[config.mk]
export PLATFORM = sky130hd
export DESIGN_NAME = sd_host_config_extension_regs
export DESIGN_NICKNAME = d
export VERILOG_FILES = /design/src/design/sd_cfg_ext_pkg.sv /design/src/design/card_detect_filter.sv /design/src/design/sd_host_config_extension_regs.sv
export VERILOG_INCLUDE_DIRS = /design/src /design/src/design
export SDC_FILE = /design/constraint.sdc
export NUM_CORES = 1
export LEC_CHECK = 0
export BUFFER_PORTS_ARGS = -buffer_cell sky130_fd_sc_hd__buf_4
export CORE_UTILIZATION = 25
export DETAILED_ROUTE_END_ITERATION = 10
export GPL_ROUTABILITY_DRIVEN = 0
export SLEW_MARGIN = 5
export SYNTH_ARGS = -nofsm -noshare
export SYNTH_HDL_FRONTEND = slang
export SYNTH_SLANG_ARGS = --single-unit
[constraint.sdc]
create_clock -name core_clk_in -period 4.8 [get_ports core_clk_in]
set_input_delay 0.96 -clock core_clk_in [delete_from_list [all_inputs] [get_ports core_clk_in]]
set_output_delay 0.96 -clock core_clk_in [all_outputs]
set_load 0.05 [all_outputs]
[src/design/sd_cfg_ext_defs.svh]
/*
  Constants for the SD host configuration extension registers:
  configuration offsets, field positions, reset values, debounce timing.
  Assumes it is included by bare name wherever those values are needed.
*/
`ifndef SD_CFG_EXT_DEFS_SVH
`define SD_CFG_EXT_DEFS_SVH

// ==========================================================================
// Configuration offsets (byte addresses of dwords)
`define CFG_OFF_SUBSYS_HDR      8'h2C
`define CFG_OFF_SUBSYS_ALIAS    8'h8C
`define CFG_OFF_DEBOUNCE_TEST   8'h90
`define CFG_OFF_SLOT0_CUR       8'h94

// ==========================================================================
// Field positions
`define SUBSYS_DEV_MSB          31
`define SUBSYS_DEV_LSB          16
`define SUBSYS_MAKER_MSB        15
`define SUBSYS_MAKER_LSB        0
`define DEBOUNCE_TEST_BIT       16
`define SLOT0_CUR_MSB           7

// ==========================================================================
// Reset values
`define SUBSYS_ALIAS_RESET      32'h0000_0000
`define DEBOUNCE_TEST_RESET     1'h0
`define SLOT0_CUR_RESET         8'h00

// ==========================================================================
// Timing
`define CORE_CLK_MHZ            50
`define CD_NORMAL_TIME_US       1000
`define CD_SHORT_TIME_US        2
`define CD_NORMAL_CYCLES        (`CD_NORMAL_TIME_US * `CORE_CLK_MHZ)
`define CD_SHORT_CYCLES         (`CD_SHORT_TIME_US * `CORE_CLK_MHZ)

`endif

[src/design/sd_cfg_ext_pkg.sv]
/*
  Types shared by the SD host configuration extension design.
  Assumes nothing beyond a SystemVerilog compiler.
*/
package sd_cfg_ext_pkg;

  // ========================================================================
  // Card-detect filter states
  typedef enum logic [1:0] {
    CD_STABLE = 2'b01,
    CD_SETTLE = 2'b10
  } cd_state_t;

endpackage

[src/design/card_detect_filter.sv]
/*
  Card-detect debounce filter with a normal and a shortened settle time.
  Assumes its detect input is already synchronised to clk_in.
*/
`timescale 1ns/100ps
`include "sd_cfg_ext_defs.svh"

module card_detect_filter #(
  parameter int unsigned        CNT_W        = 20,
  parameter logic [CNT_W-1:0]   NORMAL_COUNT = CNT_W'(`CD_NORMAL_CYCLES),
  parameter logic [CNT_W-1:0]   SHORT_COUNT  = CNT_W'(`CD_SHORT_CYCLES)
) (
  input  wire logic clk_in,
  input  wire logic rst_n_in,
  input  wire logic detect_in,
  input  wire logic short_mode_in,
  output logic      present_out
);

  sd_cfg_ext_pkg::cd_state_t state_q, state_d;
  logic [CNT_W-1:0]          cnt_q, cnt_d;
  logic                      present_q, present_d;
  logic [CNT_W-1:0]          limit;

  // ========================================================================
  // Settle counter
  always_comb begin
    limit     = short_mode_in ? SHORT_COUNT : NORMAL_COUNT;
    state_d   = state_q;
    cnt_d     = cnt_q;
    present_d = present_q;
    case (state_q)
      sd_cfg_ext_pkg::CD_STABLE: begin
        cnt_d = '0;
        if (detect_in != present_q) begin
          state_d = sd_cfg_ext_pkg::CD_SETTLE;
        end
      end
      sd_cfg_ext_pkg::CD_SETTLE: begin
        // Any bounce restarts the wait
        if (detect_in == present_q) begin
          state_d = sd_cfg_ext_pkg::CD_STABLE;
          cnt_d   = '0;
        end else if (cnt_q + CNT_W'(1) >= limit) begin
          present_d = detect_in;
          state_d   = sd_cfg_ext_pkg::CD_STABLE;
          cnt_d     = '0;
        end else begin
          cnt_d = cnt_q + CNT_W'(1);
        end
      end
      default: begin
        state_d = sd_cfg_ext_pkg::CD_STABLE;
        cnt_d   = '0;
      end
    endcase
  end

  always_ff @(posedge clk_in or negedge rst_n_in) begin
    if (!rst_n_in) begin
      state_q   <= sd_cfg_ext_pkg::CD_STABLE;
      cnt_q     <= '0;
      present_q <= 1'b0;
    end else begin
      state_q   <= state_d;
      cnt_q     <= cnt_d;
      present_q <= present_d;
    end
  end

  assign present_out = present_q;
endmodule // card_detect_filter

[src/design/sd_host_config_extension_regs.sv]
/*
  Vendor configuration registers of the SD host function: subsystem
  identifier alias, debounce test control and slot 0 3.3-V current alias,
  plus the card-detect filter they steer.
  Assumes a configuration-cycle front end on core_clk_in that raises a
  one-cycle request with dword address and byte enables.
*/
// Behaviour
// - Alias bits 31..16 appear as the subsystem device identifier at 2Eh.
// - Alias bits 15..0 appear as the subsystem vendor identifier at 2Ch.
// - Alias and diagnostic registers clear only on global reset.
// - Diagnostic bit 16 set selects shortened card-detect debounce times.
// - Diagnostic bits 31..17 and 15..0 read zero, writes ignored.
// - Slot 0 current register mirrors into the 3.3-V maximum current field.
// - Slot 0 current register clears only on global reset.
`timescale 1ns/100ps
`include "sd_cfg_ext_defs.svh"

module sd_host_config_extension_regs #(
  parameter int unsigned CD_CNT_W        = 20,
  parameter int unsigned CD_NORMAL_COUNT = `CD_NORMAL_CYCLES
) (
  input  wire logic        core_clk_in,
  input  wire logic        rst_n_in,
  input  wire logic        global_reset_n_in,
  input  wire logic        cfg_req_in,
  input  wire logic        cfg_we_in,
  input  wire logic [7:0]  cfg_addr_in,
  input  wire logic [3:0]  cfg_be_in,
  input  wire logic [31:0] cfg_wdata_in,
  input  wire logic        card_detect_n_in,
  output logic             cfg_ack_out,
  output logic [31:0]      cfg_rdata_out,
  output logic [15:0]      subsys_device_ident_out,
  output logic [15:0]      subsys_maker_ident_out,
  output logic [7:0]       slot0_max_current_3v3_out,
  output logic             debounce_short_out,
  output logic             card_present_out
);

  // ========================================================================
  // Reset synchronisers
  logic core_rst_meta_q, core_rst_q;
  logic gl_rst_meta_q, gl_rst_q;

  always_ff @(posedge core_clk_in or negedge rst_n_in) begin
    if (!rst_n_in) begin
      core_rst_meta_q <= 1'b0;
      core_rst_q      <= 1'b0;
    end else begin
      core_rst_meta_q <= 1'b1;
      core_rst_q      <= core_rst_meta_q;
    end
  end

  always_ff @(posedge core_clk_in or negedge global_reset_n_in) begin
    if (!global_reset_n_in) begin
      gl_rst_meta_q <= 1'b0;
      gl_rst_q      <= 1'b0;
    end else begin
      gl_rst_meta_q <= 1'b1;
      gl_rst_q      <= gl_rst_meta_q;
    end
  end

  // ========================================================================
  // Card-detect pin synchroniser
  logic cd_meta_q, cd_sync_q;

  always_ff @(posedge core_clk_in or negedge core_rst_q) begin
    if (!core_rst_q) begin
      cd_meta_q <= 1'b1;
      cd_sync_q <= 1'b1;
    end else begin
      cd_meta_q <= card_detect_n_in;
      cd_sync_q <= cd_meta_q;
    end
  end

  // ========================================================================
  // Global-reset-only registers
  logic [31:0] alias_q, alias_d;
  logic        diag_q, diag_d;
  logic [7:0]  cur_q, cur_d;
  logic        wr_en;

  assign wr_en = cfg_req_in && cfg_we_in && core_rst_q;

  always_comb begin
    alias_d = alias_q;
    diag_d  = diag_q;
    cur_d   = cur_q;
    if (wr_en && cfg_addr_in == `CFG_OFF_SUBSYS_ALIAS) begin
      for (int i = 0; i < 4; i++) begin
        if (cfg_be_in[i]) begin
          alias_d[i*8 +: 8] = cfg_wdata_in[i*8 +: 8];
        end
      end
    end
    if (wr_en && cfg_addr_in == `CFG_OFF_DEBOUNCE_TEST && cfg_be_in[2]) begin
      diag_d = cfg_wdata_in[`DEBOUNCE_TEST_BIT];
    end
    if (wr_en && cfg_addr_in == `CFG_OFF_SLOT0_CUR && cfg_be_in[0]) begin
      cur_d = cfg_wdata_in[`SLOT0_CUR_MSB:0];
    end
  end

  always_ff @(posedge core_clk_in or negedge gl_rst_q) begin
    if (!gl_rst_q) begin
      alias_q <= `SUBSYS_ALIAS_RESET;
      diag_q  <= `DEBOUNCE_TEST_RESET;
      cur_q   <= `SLOT0_CUR_RESET;
    end else begin
      alias_q <= alias_d;
      diag_q  <= diag_d;
      cur_q   <= cur_d;
    end
  end

  // ========================================================================
  // Read path, one cycle after the request
  logic        ack_q, ack_d;
  logic [31:0] rdata_q, rdata_d;

  always_comb begin
    ack_d   = cfg_req_in && core_rst_q;
    rdata_d = 32'h0000_0000;
    if (cfg_req_in && !cfg_we_in && core_rst_q) begin
      case (cfg_addr_in)
        // header and alias read the same flops
        `CFG_OFF_SUBSYS_HDR:    rdata_d = alias_q;
        `CFG_OFF_SUBSYS_ALIAS:  rdata_d = alias_q;
        `CFG_OFF_DEBOUNCE_TEST: rdata_d[`DEBOUNCE_TEST_BIT] = diag_q;
        `CFG_OFF_SLOT0_CUR:     rdata_d[`SLOT0_CUR_MSB:0] = cur_q;
        default:                rdata_d = 32'h0000_0000;
      endcase
    end
  end

  always_ff @(posedge core_clk_in or negedge core_rst_q) begin
    if (!core_rst_q) begin
      ack_q   <= 1'b0;
      rdata_q <= 32'h0000_0000;
    end else begin
      ack_q   <= ack_d;
      rdata_q <= rdata_d;
    end
  end

  // ========================================================================
  // Debounce filter; long count kept as a parameter so simulation can shrink it
  // test bit picks short settle
  card_detect_filter #(
    .CNT_W        (CD_CNT_W),
    .NORMAL_COUNT (CD_CNT_W'(CD_NORMAL_COUNT)),
    .SHORT_COUNT  (CD_CNT_W'(`CD_SHORT_CYCLES))
  ) u_cd_filter (
    .clk_in        (core_clk_in),
    .rst_n_in      (core_rst_q),
    .detect_in     (!cd_sync_q),
    .short_mode_in (diag_q),
    .present_out   (card_present_out)
  );

  assign cfg_ack_out               = ack_q;
  assign cfg_rdata_out             = rdata_q;
  assign subsys_device_ident_out   = alias_q[`SUBSYS_DEV_MSB:`SUBSYS_DEV_LSB];
  assign subsys_maker_ident_out    = alias_q[`SUBSYS_MAKER_MSB:`SUBSYS_MAKER_LSB];
  assign slot0_max_current_3v3_out = cur_q;
  assign debounce_short_out        = diag_q;
endmodule // sd_host_config_extension_regs

==> results.ini, run 1 <==
[power_and_ir_drop]
seqPwrFrac_pct=51.0
intPower_mw=1.367
ir_worst_vdd_uv=205.6
pwr-share-comb_pct=6.9
total_power_mw=1.783
powerDensity_nw_per_um2=314.7
pwr-share-clk_pct=42.1
switching_power_uw=416.9
p_leak_nw=2.848
power.share.switching_pct=23.37

[die]
ios=125
row_count=46
die_y_um=131.3
die_area_um2=17240
start_util_pct=25.93
die_x_um=131.3
coreArea_um2=16120

[placement]
place_inst=654
dpl.hpwl_mm=7.212
place_area_um2=5360
io_buffers=124

[timing]
finalClockSkew_ns=0.003678
worst_pin_slew_ns=0.9487
slew_headroom_pct=36.75
fin_crit_ns=3.165
period_share_pct=65.95
tns_ns=0
setup_viol_count_final=0
rsz0062_at_grt=no
hold_violations=0
fmaxAchievable_ghz=0.3159
slew_violations=0

[detailed_routing]
ant_nets=0
wire_per_inst_um=14.71
via_count=2845
first_iter_violations=73
drc=0
wl_mm=9.853
first_pass_iters=5
drt-vias-per-instance=4.246

[worst_hold_path]
hp-class=reg -> reg

[outcome]
status=finished clean

[global_routing]
grtUsageTotal_pct=11.95
overflow=0
grt_pass1_wl_mm=16.01
grt_pass1_vias=3043
grt_max_degree=59
antenna_found_initial=0

[clock_network]
hold_buffers=0
cts_tree=done
clock_path_buffers=2
cts-root-buf=clkbuf_16
cts_made_buffers=9
ctsHtreeMaxLevel=3
cts_sinks=103
post_cts_buffers=0
post_cts_resized=0
worstSkewPairLatency_ns=0.35
clk_pin_slew_worst_paths_ns=0.07

[layout]
postLayoutCoreUtil_pct=35.16
area_delta_synth_final_pct=35.60
finalNetCount=507
final-instance-count-excl-fill=670
drive_gt1_share_pct=45.37
final_cell_mix=buf_4, dfrtp_1, mux2_2
diodes=0
layout_commonest_cell=buf_4
fin_area_um2=5667

[critical_path]
crit_required_ns=5.09
end_kind=flop
crit_arrival_ns=3.46
crit_type=reg -> reg
crit_path_start_kind=flop
crit_slowest_cell=nor4_1
worstPathCellList=ha_1 > nand3_1 > nor4_1 > nand3_1 > xnor2_1 > ha_1 > a21oi_1 > nand4_1 > or3_1 > and2b_2
max_stage_delay_ns=0.61
crit_fanout=17

[logic_synthesis]
synthCells=317
netlist_area_um2=4179
synth_flop_cell=dfrtp_1
synth_edf_count=0
ys_seq_area_share_pct=61.77
synth.avg_cell_area_um2=13.18
ys_ff_latch=103
yosys_warnings=0
ys_types=44
synthArstFlopShare_pct=100.0

[job]
cap_violations=0

[routing by layer]
metal | GRT usage [%] | wire length, um
met4 | 5.426 | 134
met1 | 14.35 | 4176
met3 | 3.781 | 596
met5 | 0 | 0
met2 | 19.53 | 4946
[cell usage after synthesis (2+ instances only)]
cell type | instances | area share (%)
dfrtp_1 | 100 | 60
mux2_2 | 41 | 11
and2_1 | 25 | 3.7
nor2_1 | 23 | 2.1
nand2_1 | 13 | 1.2
xnor2_1 | 10 | 2.1
a22oi_1 | 9 | 1.6
xor2_1 | 9 | 1.9
and2b_2 | 8 | 1.7
ha_1 | 8 | 2.4
clkbuf_1 | 7 | 0.63
inv_1 | 7 | 0.63
nand3_1 | 7 | 0.84
nand4_1 | 6 | 0.90
a21oi_1 | 4 | 0.48
dfstp_2 | 3 | 1.9
nor4_1 | 3 | 0.45
and3_1 | 2 | 0.30
conb_1 | 2 | 0.18
mux2i_1 | 2 | 0.48
nand3_2 | 2 | 0.48
nor3_1 | 2 | 0.24
o21ai_0 | 2 | 0.24
or3_2 | 2 | 0.36
[power groups by stage]
| stage | registers [mW] | logic, mW | clock network, mW |
|---|---|---|---|
| global placement | 0.926 | 0.123 | 0 |
| floorplan | 0.954 | 0.0343 | 0 |
| global route | 0.914 | 0.135 | 0.809 |
| CTS | 0.911 | 0.126 | 0.773 |
| finish | 0.909 | 0.122 | 0.752 |
| detailed placement | 0.927 | 0.126 | 0 |
[registers in the layout (all words and copies together) (netlist names)]
register and cells:
cd_sync_q 1, core_rst_q 1, cfg_rdata_out 32, u_cd_filter.state_q 2, alias_q 32, slot0_max_current_3v3_out 8
gl_rst_meta_q 1, u_cd_filter.cnt_q 20, cfg_ack_out 1, u_cd_filter.present_out 1, core_rst_meta_q 1, gl_rst_q 1
debounce_short_out 1, cd_meta_q 1
[cells by family after synthesis]
kind of cell	count (synthesis)	synth area share (%)
buffers and inverters	16	1.886
DFF	103	61.77
muxes	43	11.53
AOI/OAI and AO/OA	22	3.922
other	2	0.1797
adders and majority gates	8	2.395
xor gates and xnor gates	19	3.982
and+or+nand+nor	104	14.34
[critical path, delay by kind of cell, from the launching register on]
family	cells	cell delay, ns
adders and majority gates	2	0.43
DFF	1	0.38
AOI/OAI and AO/OA	1	0.12
and+or+nand+nor	6	2.00
xor gates and xnor gates	1	0.17
[layout make-up]
| type | instances | area, um^2 |
|---|---|---|
| Clock inverter | 6 | 67.56 |
| Sequential cell | 103 | 2584 |
| Timing Repair Buffer | 126 | 945.9 |
| Multi-Input combinational cell | 202 | 1534 |
| Fill cell | 1599 | 10450 |
| Clock buffer | 10 | 239.0 |
| Tap cell | 216 | 270.3 |
| Inverter | 7 | 26.28 |
[through the flow]
step	hold slack (ns)	setup WS [ns]
6_report	0.3490	1.635
5_1_grt	0.3612	1.338
4_1_cts	0.3519	1.604
3_5_place_dp	0.3363	1.610
3_3_place_gp	0.3355	1.685
2_1_floorplan	0.3312	1.822
[final timing paths]
kind	startpoint	cells after the start	slack (ns)	to
setup / recovery	u_cd_filter.cnt_q[0]	10	1.63	u_cd_filter.cnt_q[14]
min in group asynchronous	rst_n_in	1	0.38	core_rst_q
hold reg to reg	core_rst_meta_q	0	0.35	core_rst_q
max in group asynchronous	gl_rst_q	0	3.79	alias_q[21]
setup reg to reg	u_cd_filter.cnt_q[0]	10	1.63	u_cd_filter.cnt_q[14]
hold / removal	core_rst_meta_q	0	0.35	core_rst_q
No activity file was read; power rests on OpenSTA's default activity.
==> inputs of run 2 (changes only) <==
Clock period 4.8 ns to 2.9 ns, I/O delays scaled along.
==> run 2 against run 1 <==
Critical path depth is 1 lower. Register-to-register slack got worse by 1.4 ns. Count of clock-buffer cells in the layout did not move. Sequential power grew 65%. Clock power is 72% higher. Die area did not move. Hold slack lost 0.0018 ns. Highest routed layer unchanged. Critical endpoint unchanged.
==> results.ini, run 2 (synthesis results as in run 1) <==
[global_routing]
grt_pass1_wl_mm=16.08  ; +0.47%
grtUsageTotal_pct=11.91  ; -0.046 points
overflow=0  ; unchanged
antenna_found_initial=0  ; unchanged
grt_max_degree=59  ; unchanged
grt_pass1_vias=3078  ; +1.2%

[timing]
period_share_pct=92.19  ; +26 points
hold_violations=0  ; unchanged
fin_crit_ns=2.674  ; -0.4918 ns
slew_headroom_pct=39.19  ; +2.4 points
fmaxAchievable_ghz=0.3740  ; +18%
rsz0062_at_grt=no
worst_pin_slew_ns=0.9122  ; -0.03650 ns
tns_ns=0  ; unchanged
fin_hold_ws_ns=0.3472  ; -0.001801 ns
slew_violations=0  ; unchanged
setup_viol_count_final=0  ; unchanged
finalClockSkew_ns=0.008873  ; +0.005195 ns

[placement]
dpl.hpwl_mm=7.302  ; +1.2%
place_area_um2=5435  ; +1.4%
place_inst=664  ; +1.5%
io_buffers=124  ; unchanged

[worst_hold_path]
hp-class=in -> reg

[detailed_routing]
ant_nets=0  ; unchanged
first_iter_violations=114  ; +56%
drc=0  ; unchanged
wire_per_inst_um=14.24  ; -3.2%
via_count=2905  ; +2.1%
drt-vias-per-instance=4.253  ; +0.17%
wl_mm=9.723  ; -1.3%
first_pass_iters=4  ; -1

[critical_path]
crit_buf_inv=0  ; unchanged
crit_fanout=17  ; unchanged
crit_slowest_cell=or3_4
max_stage_delay_ns=0.45  ; -0.16 ns
worstPathCellList=nand4_1 > nor2_2 > and3_1 > xor2_1 > ha_1 > a221oi_2 > a41oi_1 > or3_4 > and2b_2
crit_path_start_kind=flop
crit_arrival_ns=2.96  ; -0.50 ns
end_kind=flop
crit_type=reg -> reg
r2r_slack_ns=0.23  ; -1.41 ns
crit_required_ns=3.18  ; -1.91 ns
cpLargestDelayFamily=simple AND/OR/NAND/NOR gates

[layout]
final-instance-count-excl-fill=683  ; +1.9%
finalNetCount=520  ; +2.6%
area_delta_synth_final_pct=38.80
drive_gt1_share_pct=46.90  ; +1.5 points
final_cell_mix=buf_4, dfrtp_1, mux2_2
fin_area_um2=5801  ; +2.4%
diodes=0  ; unchanged
layout_commonest_cell=buf_4

[clock_network]
worstSkewPairLatency_ns=0.34  ; about the same
cts_made_buffers=9  ; unchanged
cts_tree=done
clk_pin_slew_worst_paths_ns=0.07  ; about the same
cts_sinks=103  ; unchanged
ctsHtreeMaxLevel=3  ; unchanged
cts-root-buf=clkbuf_16
clock_path_buffers=2  ; unchanged

[die]
row_count=46  ; unchanged
die_x_um=131.3  ; unchanged
die_y_um=131.3  ; unchanged
start_util_pct=25.93  ; unchanged
coreArea_um2=16120  ; unchanged
ios=125  ; unchanged
die_area_um2=17240  ; unchanged

[power_and_ir_drop]
p_leak_nw=2.926  ; +2.7%
powerDensity_nw_per_um2=517.1  ; +64%
total_power_mw=3.000  ; +68%
ir_worst_vdd_uv=365.5  ; +78%

[job]
cap_violations=0  ; unchanged

[outcome]
status=finished clean

-- run 2: changes by cell type in the layout (fill, tap and decap cells not counted), sizes merged --
| cell | before | now |
|---|---|---|
| bufinv | 1 | 2 |
| dlygate4sd3 | 0 | 2 |
| clkinvlp | 2 | 0 |
| buf | 126 | 137 |
| clkinv | 1 | 2 |
-- run 2: cell type report --
type | count | area [um^2]
Clock buffer | 10 | 229.0
Timing Repair Buffer | 139 | 1049
Tap cell | 216 | 270.3
Clock inverter | 6 | 91.34
Multi-Input combinational cell | 202 | 1551
Fill cell | 1616 | 10310
Inverter | 7 | 26.28
Sequential cell | 103 | 2584
-- run 2: worst paths after layout --
kind / cells after the start / to / from
worst max register to register: 9 / u_cd_filter.cnt_q[14] / u_cd_filter.cnt_q[3]
worst min register to register: 0 / gl_rst_q / gl_rst_meta_q
worst min-delay path: 1 / cd_meta_q / card_detect_n_in
max in group asynchronous: 0 / alias_q[25] / gl_rst_q
min in group asynchronous: 0 / alias_q[15] / gl_rst_q
worst max-delay path: 9 / u_cd_filter.cnt_q[14] / u_cd_filter.cnt_q[3]
-- run 2: report_power, final --
group | leakage [nW] | switching (mW) | internal (mW)
combinational | 1.37 | 0.111 | 0.0946
clock | 0.157 | 0.527 | 0.763
sequential | 1.40 | 0.0316 | 1.47
total | 2.93 | 0.670 | 2.33
-- run 2: timing repair --
item | in CTS | in global routing
gates resized for setup | 1 | 2
buffers inserted | 0 | 1
endpoints found under the setup margin | 3 | 8
endpoints found under the hold margin | 2 | 2
pin swaps | 0 | 2
hold buffers | 1 | 1
gates cloned | 0 | 0
-- run 2: per-layer routing --
layer	up-vias	global-route usage (%)	part of all wire, %
met1	1456	13.67	42
met3	6	4.244	6.5
met4	0	3.747	1.1
li1	1372	-	-
met2	71	20.60	50
met5	-	0	0
-- run 2: worst register-to-register path: stages, from the launching register on --
cell and delay [ns]:
dfrtp_1 0.44, nand4_1 0.22, nor2_2 0.16, and3_1 0.18, xor2_1 0.20, ha_1 0.29
a221oi_2 0.28, a41oi_1 0.16, or3_4 0.45, and2b_2 0.24
-- run 2: metrics by stage --
stage          setup slack (ns)  util, %
3_3_place_gp            0.08540    33.73
6_report                 0.2264    35.99
3_5_place_dp            0.01332    33.73
4_1_cts                  0.1765    35.81
2_1_floorplan            0.1355        -
5_1_grt                 0.02721    35.99
==> inputs of run 3 (changes only) <==
--- a/config.mk
+++ b/config.mk
@@ -8,7 +8,9 @@
 export LEC_CHECK = 0
 export BUFFER_PORTS_ARGS = -buffer_cell sky130_fd_sc_hd__buf_4
+export CAP_MARGIN = 20
 export CORE_UTILIZATION = 25
 export DETAILED_ROUTE_END_ITERATION = 10
 export GPL_ROUTABILITY_DRIVEN = 0
+export PLACE_DENSITY = 0.49
 export SLEW_MARGIN = 5
 export SYNTH_ARGS = -nofsm -noshare
==> constraint.sdc (replaced) <==
create_clock -name core_clk_in -period 2.9 [get_ports core_clk_in]
set_input_delay 0.145 -clock core_clk_in [delete_from_list [all_inputs] [get_ports core_clk_in]]
set_output_delay 0.145 -clock core_clk_in [all_outputs]
set_load 0.05 [all_outputs]
==> run 3 against run 2 <==
Count of clock-buffer cells in the layout increased by 1. Critical path type unchanged. Utilization increased by 0.14 points. Critical path depth increased by 2. Clock skew about the same. Largest power group unchanged. Sequential power about the same. Worst setup slack got worse by 0.077 ns. Design area increased by 0.39%.
==> results.ini, run 3 (synthesis results as in run 1) <==
[die]
coreArea_um2=16120  ; unchanged
die_y_um=131.3  ; unchanged
die_x_um=131.3  ; unchanged
row_count=46  ; unchanged
ios=125  ; unchanged
start_util_pct=25.93  ; unchanged
die_area_um2=17240  ; unchanged

[timing]
hold_violations=0  ; unchanged
period_share_pct=94.84  ; +2.6 points
fin_crit_ns=2.750  ; +0.07673 ns
slew_headroom_pct=35.90  ; -3.3 points
setup_viol_count_final=0  ; unchanged
worst_pin_slew_ns=0.9614  ; +0.04923 ns
slew_violations=0  ; unchanged
fmaxAchievable_ghz=0.3636  ; -2.8%
setup_ws_ns=0.1497  ; -0.07673 ns
fin_hold_ws_ns=0.02624  ; -0.3210 ns
finalClockSkew_ns=0.009192  ; +0.0003188 ns
tns_ns=0  ; unchanged

[global_routing]
grt_max_degree=59  ; unchanged
grt_pass1_vias=2998  ; -2.6%
antenna_found_initial=0  ; unchanged
grtUsageTotal_pct=12.23  ; +0.33 points
grt_pass1_wl_mm=16.35  ; +1.6%
overflow=0  ; unchanged

[placement]
io_buffers=124  ; unchanged
place_area_um2=5428  ; -0.14%
dpl.hpwl_mm=7.227  ; -1.0%
dpl_worst_slack_ns=0.1038  ; +0.09050 ns

[layout]
finalNetCount=521  ; +0.19%
drive_gt1_share_pct=47.86  ; +0.97 points
final_cell_mix=buf_4, dfrtp_1, mux2_2
fin_area_um2=5823  ; +0.39%
diodes=0  ; unchanged
layout_commonest_cell=buf_4
nFillCells=1631  ; +0.93%
area_delta_synth_final_pct=39.34

[clock_network]
cts-root-buf=clkbuf_16
cts_tree=done
cts_made_buffers=9  ; unchanged
worstSkewPairLatency_ns=0.35  ; about the same
ctsHtreeMaxLevel=3  ; unchanged
clk_pin_slew_worst_paths_ns=0.07  ; about the same
cts_sinks=103  ; unchanged
clock_path_buffers=2  ; unchanged

[power_and_ir_drop]
ir_worst_vdd_uv=269.0  ; -26%
p_leak_nw=2.914  ; -0.41%
powerDensity_nw_per_um2=495.8  ; -4.1%
total_power_mw=2.887  ; -3.8%

[critical_path]
end_kind=flop
crit_fanout=13  ; -4
crit_required_ns=3.19  ; about the same
cpLargestDelayFamily=simple AND/OR/NAND/NOR gates
crit_buf_inv=2  ; +2
max_stage_delay_ns=0.42  ; -0.03 ns
crit_type=reg -> reg
crit_path_start_kind=flop
crit_arrival_ns=3.04  ; +0.08 ns
crit_slowest_cell=dfrtp_1
worstPathCellList=nand4_1 > buf_4 > nor4_2 > nand4_1 > xnor2_1 > ha_1 > a21oi_1 > nand4_1 > or3_1 > buf_4 > and2b_2
cp_common_cell=nand4_1

[detailed_routing]
drt-vias-per-instance=4.173  ; -1.9%
drc=0  ; unchanged
first_iter_violations=66  ; -42%
wl_mm=9.992  ; +2.8%
first_pass_iters=4  ; unchanged
ant_nets=0  ; unchanged
via_count=2854  ; -1.8%
wire_per_inst_um=14.61  ; +2.6%

[job]
cap_violations=0  ; unchanged

[worst_hold_path]
hp-class=in -> reg

[outcome]
status=finished clean

run 3: layout make-up:
type | instances | area (um^2) | share of cell area [%]
clock buffer | 11 | 242.7 | 4.168
clock inverter | 5 | 46.29 | 0.7950
inverter | 7 | 26.28 | 0.4512
multi-input combinational | 202 | 1593 | 27.35
sequential | 103 | 2586 | 44.41
tap | 216 | 270.3 | 4.641
timing repair buffer | 140 | 1059 | 18.18
run 3: per-layer routing:
metal	vias up	global-route usage [%]	part of all wire, %
met2	80	20.04	49
met4	0	4.070	1.1
met3	8	4.745	7.7
met1	1387	14.64	42
met5	-	0	0
li1	1379	-	-
run 3: worst reg2reg max path, cell delays in order (launching register included):
cell and delay [ns]:
dfrtp_1 0.42, nand4_1 0.16, buf_4 0.18, nor4_2 0.20, nand4_1 0.16, xnor2_1 0.19
ha_1 0.27, a21oi_1 0.15, nand4_1 0.16, or3_1 0.40, buf_4 0.19, and2b_2 0.21
run 3: timing repair:
action | in CTS | in global routing
gates resized for setup | 0 | 11
setup buffers | 0 | 2
setup endpoints to repair | 0 | 17
hold buffers | 3 | 0
hold endpoints to repair | 5 | 0
run 3: path summary, 6_finish.rpt:
path,start,end,slack (ns),cells past startpoint
worst max-delay path,u_cd_filter.cnt_q[4],u_cd_filter.cnt_q[7],0.15,11
worst min-delay path,cfg_wdata_in[29],alias_q[29],0.03,2
worst max register to register,u_cd_filter.cnt_q[4],u_cd_filter.cnt_q[7],0.15,11
worst min register to register,gl_rst_meta_q,gl_rst_q,0.35,0
max in group asynchronous,gl_rst_q,debounce_short_out,1.87,0
min in group asynchronous,global_reset_n_in,gl_rst_q,0.11,2
run 3: through the flow:
stage          utilization [%]  instances
6_report                 36.13        684
5_1_grt                  36.13        684
4_1_cts                  35.66        682
3_5_place_dp             33.68        663
3_3_place_gp             33.68        663
2_1_floorplan                -        321
run 3: where the power goes:
part           internal [mW]  switching (mW)  leakage [nW]  total, mW
sequential              1.47          0.0328          1.40       1.51
clock                  0.622           0.554         0.143       1.18
combinational         0.0949           0.111          1.37      0.206
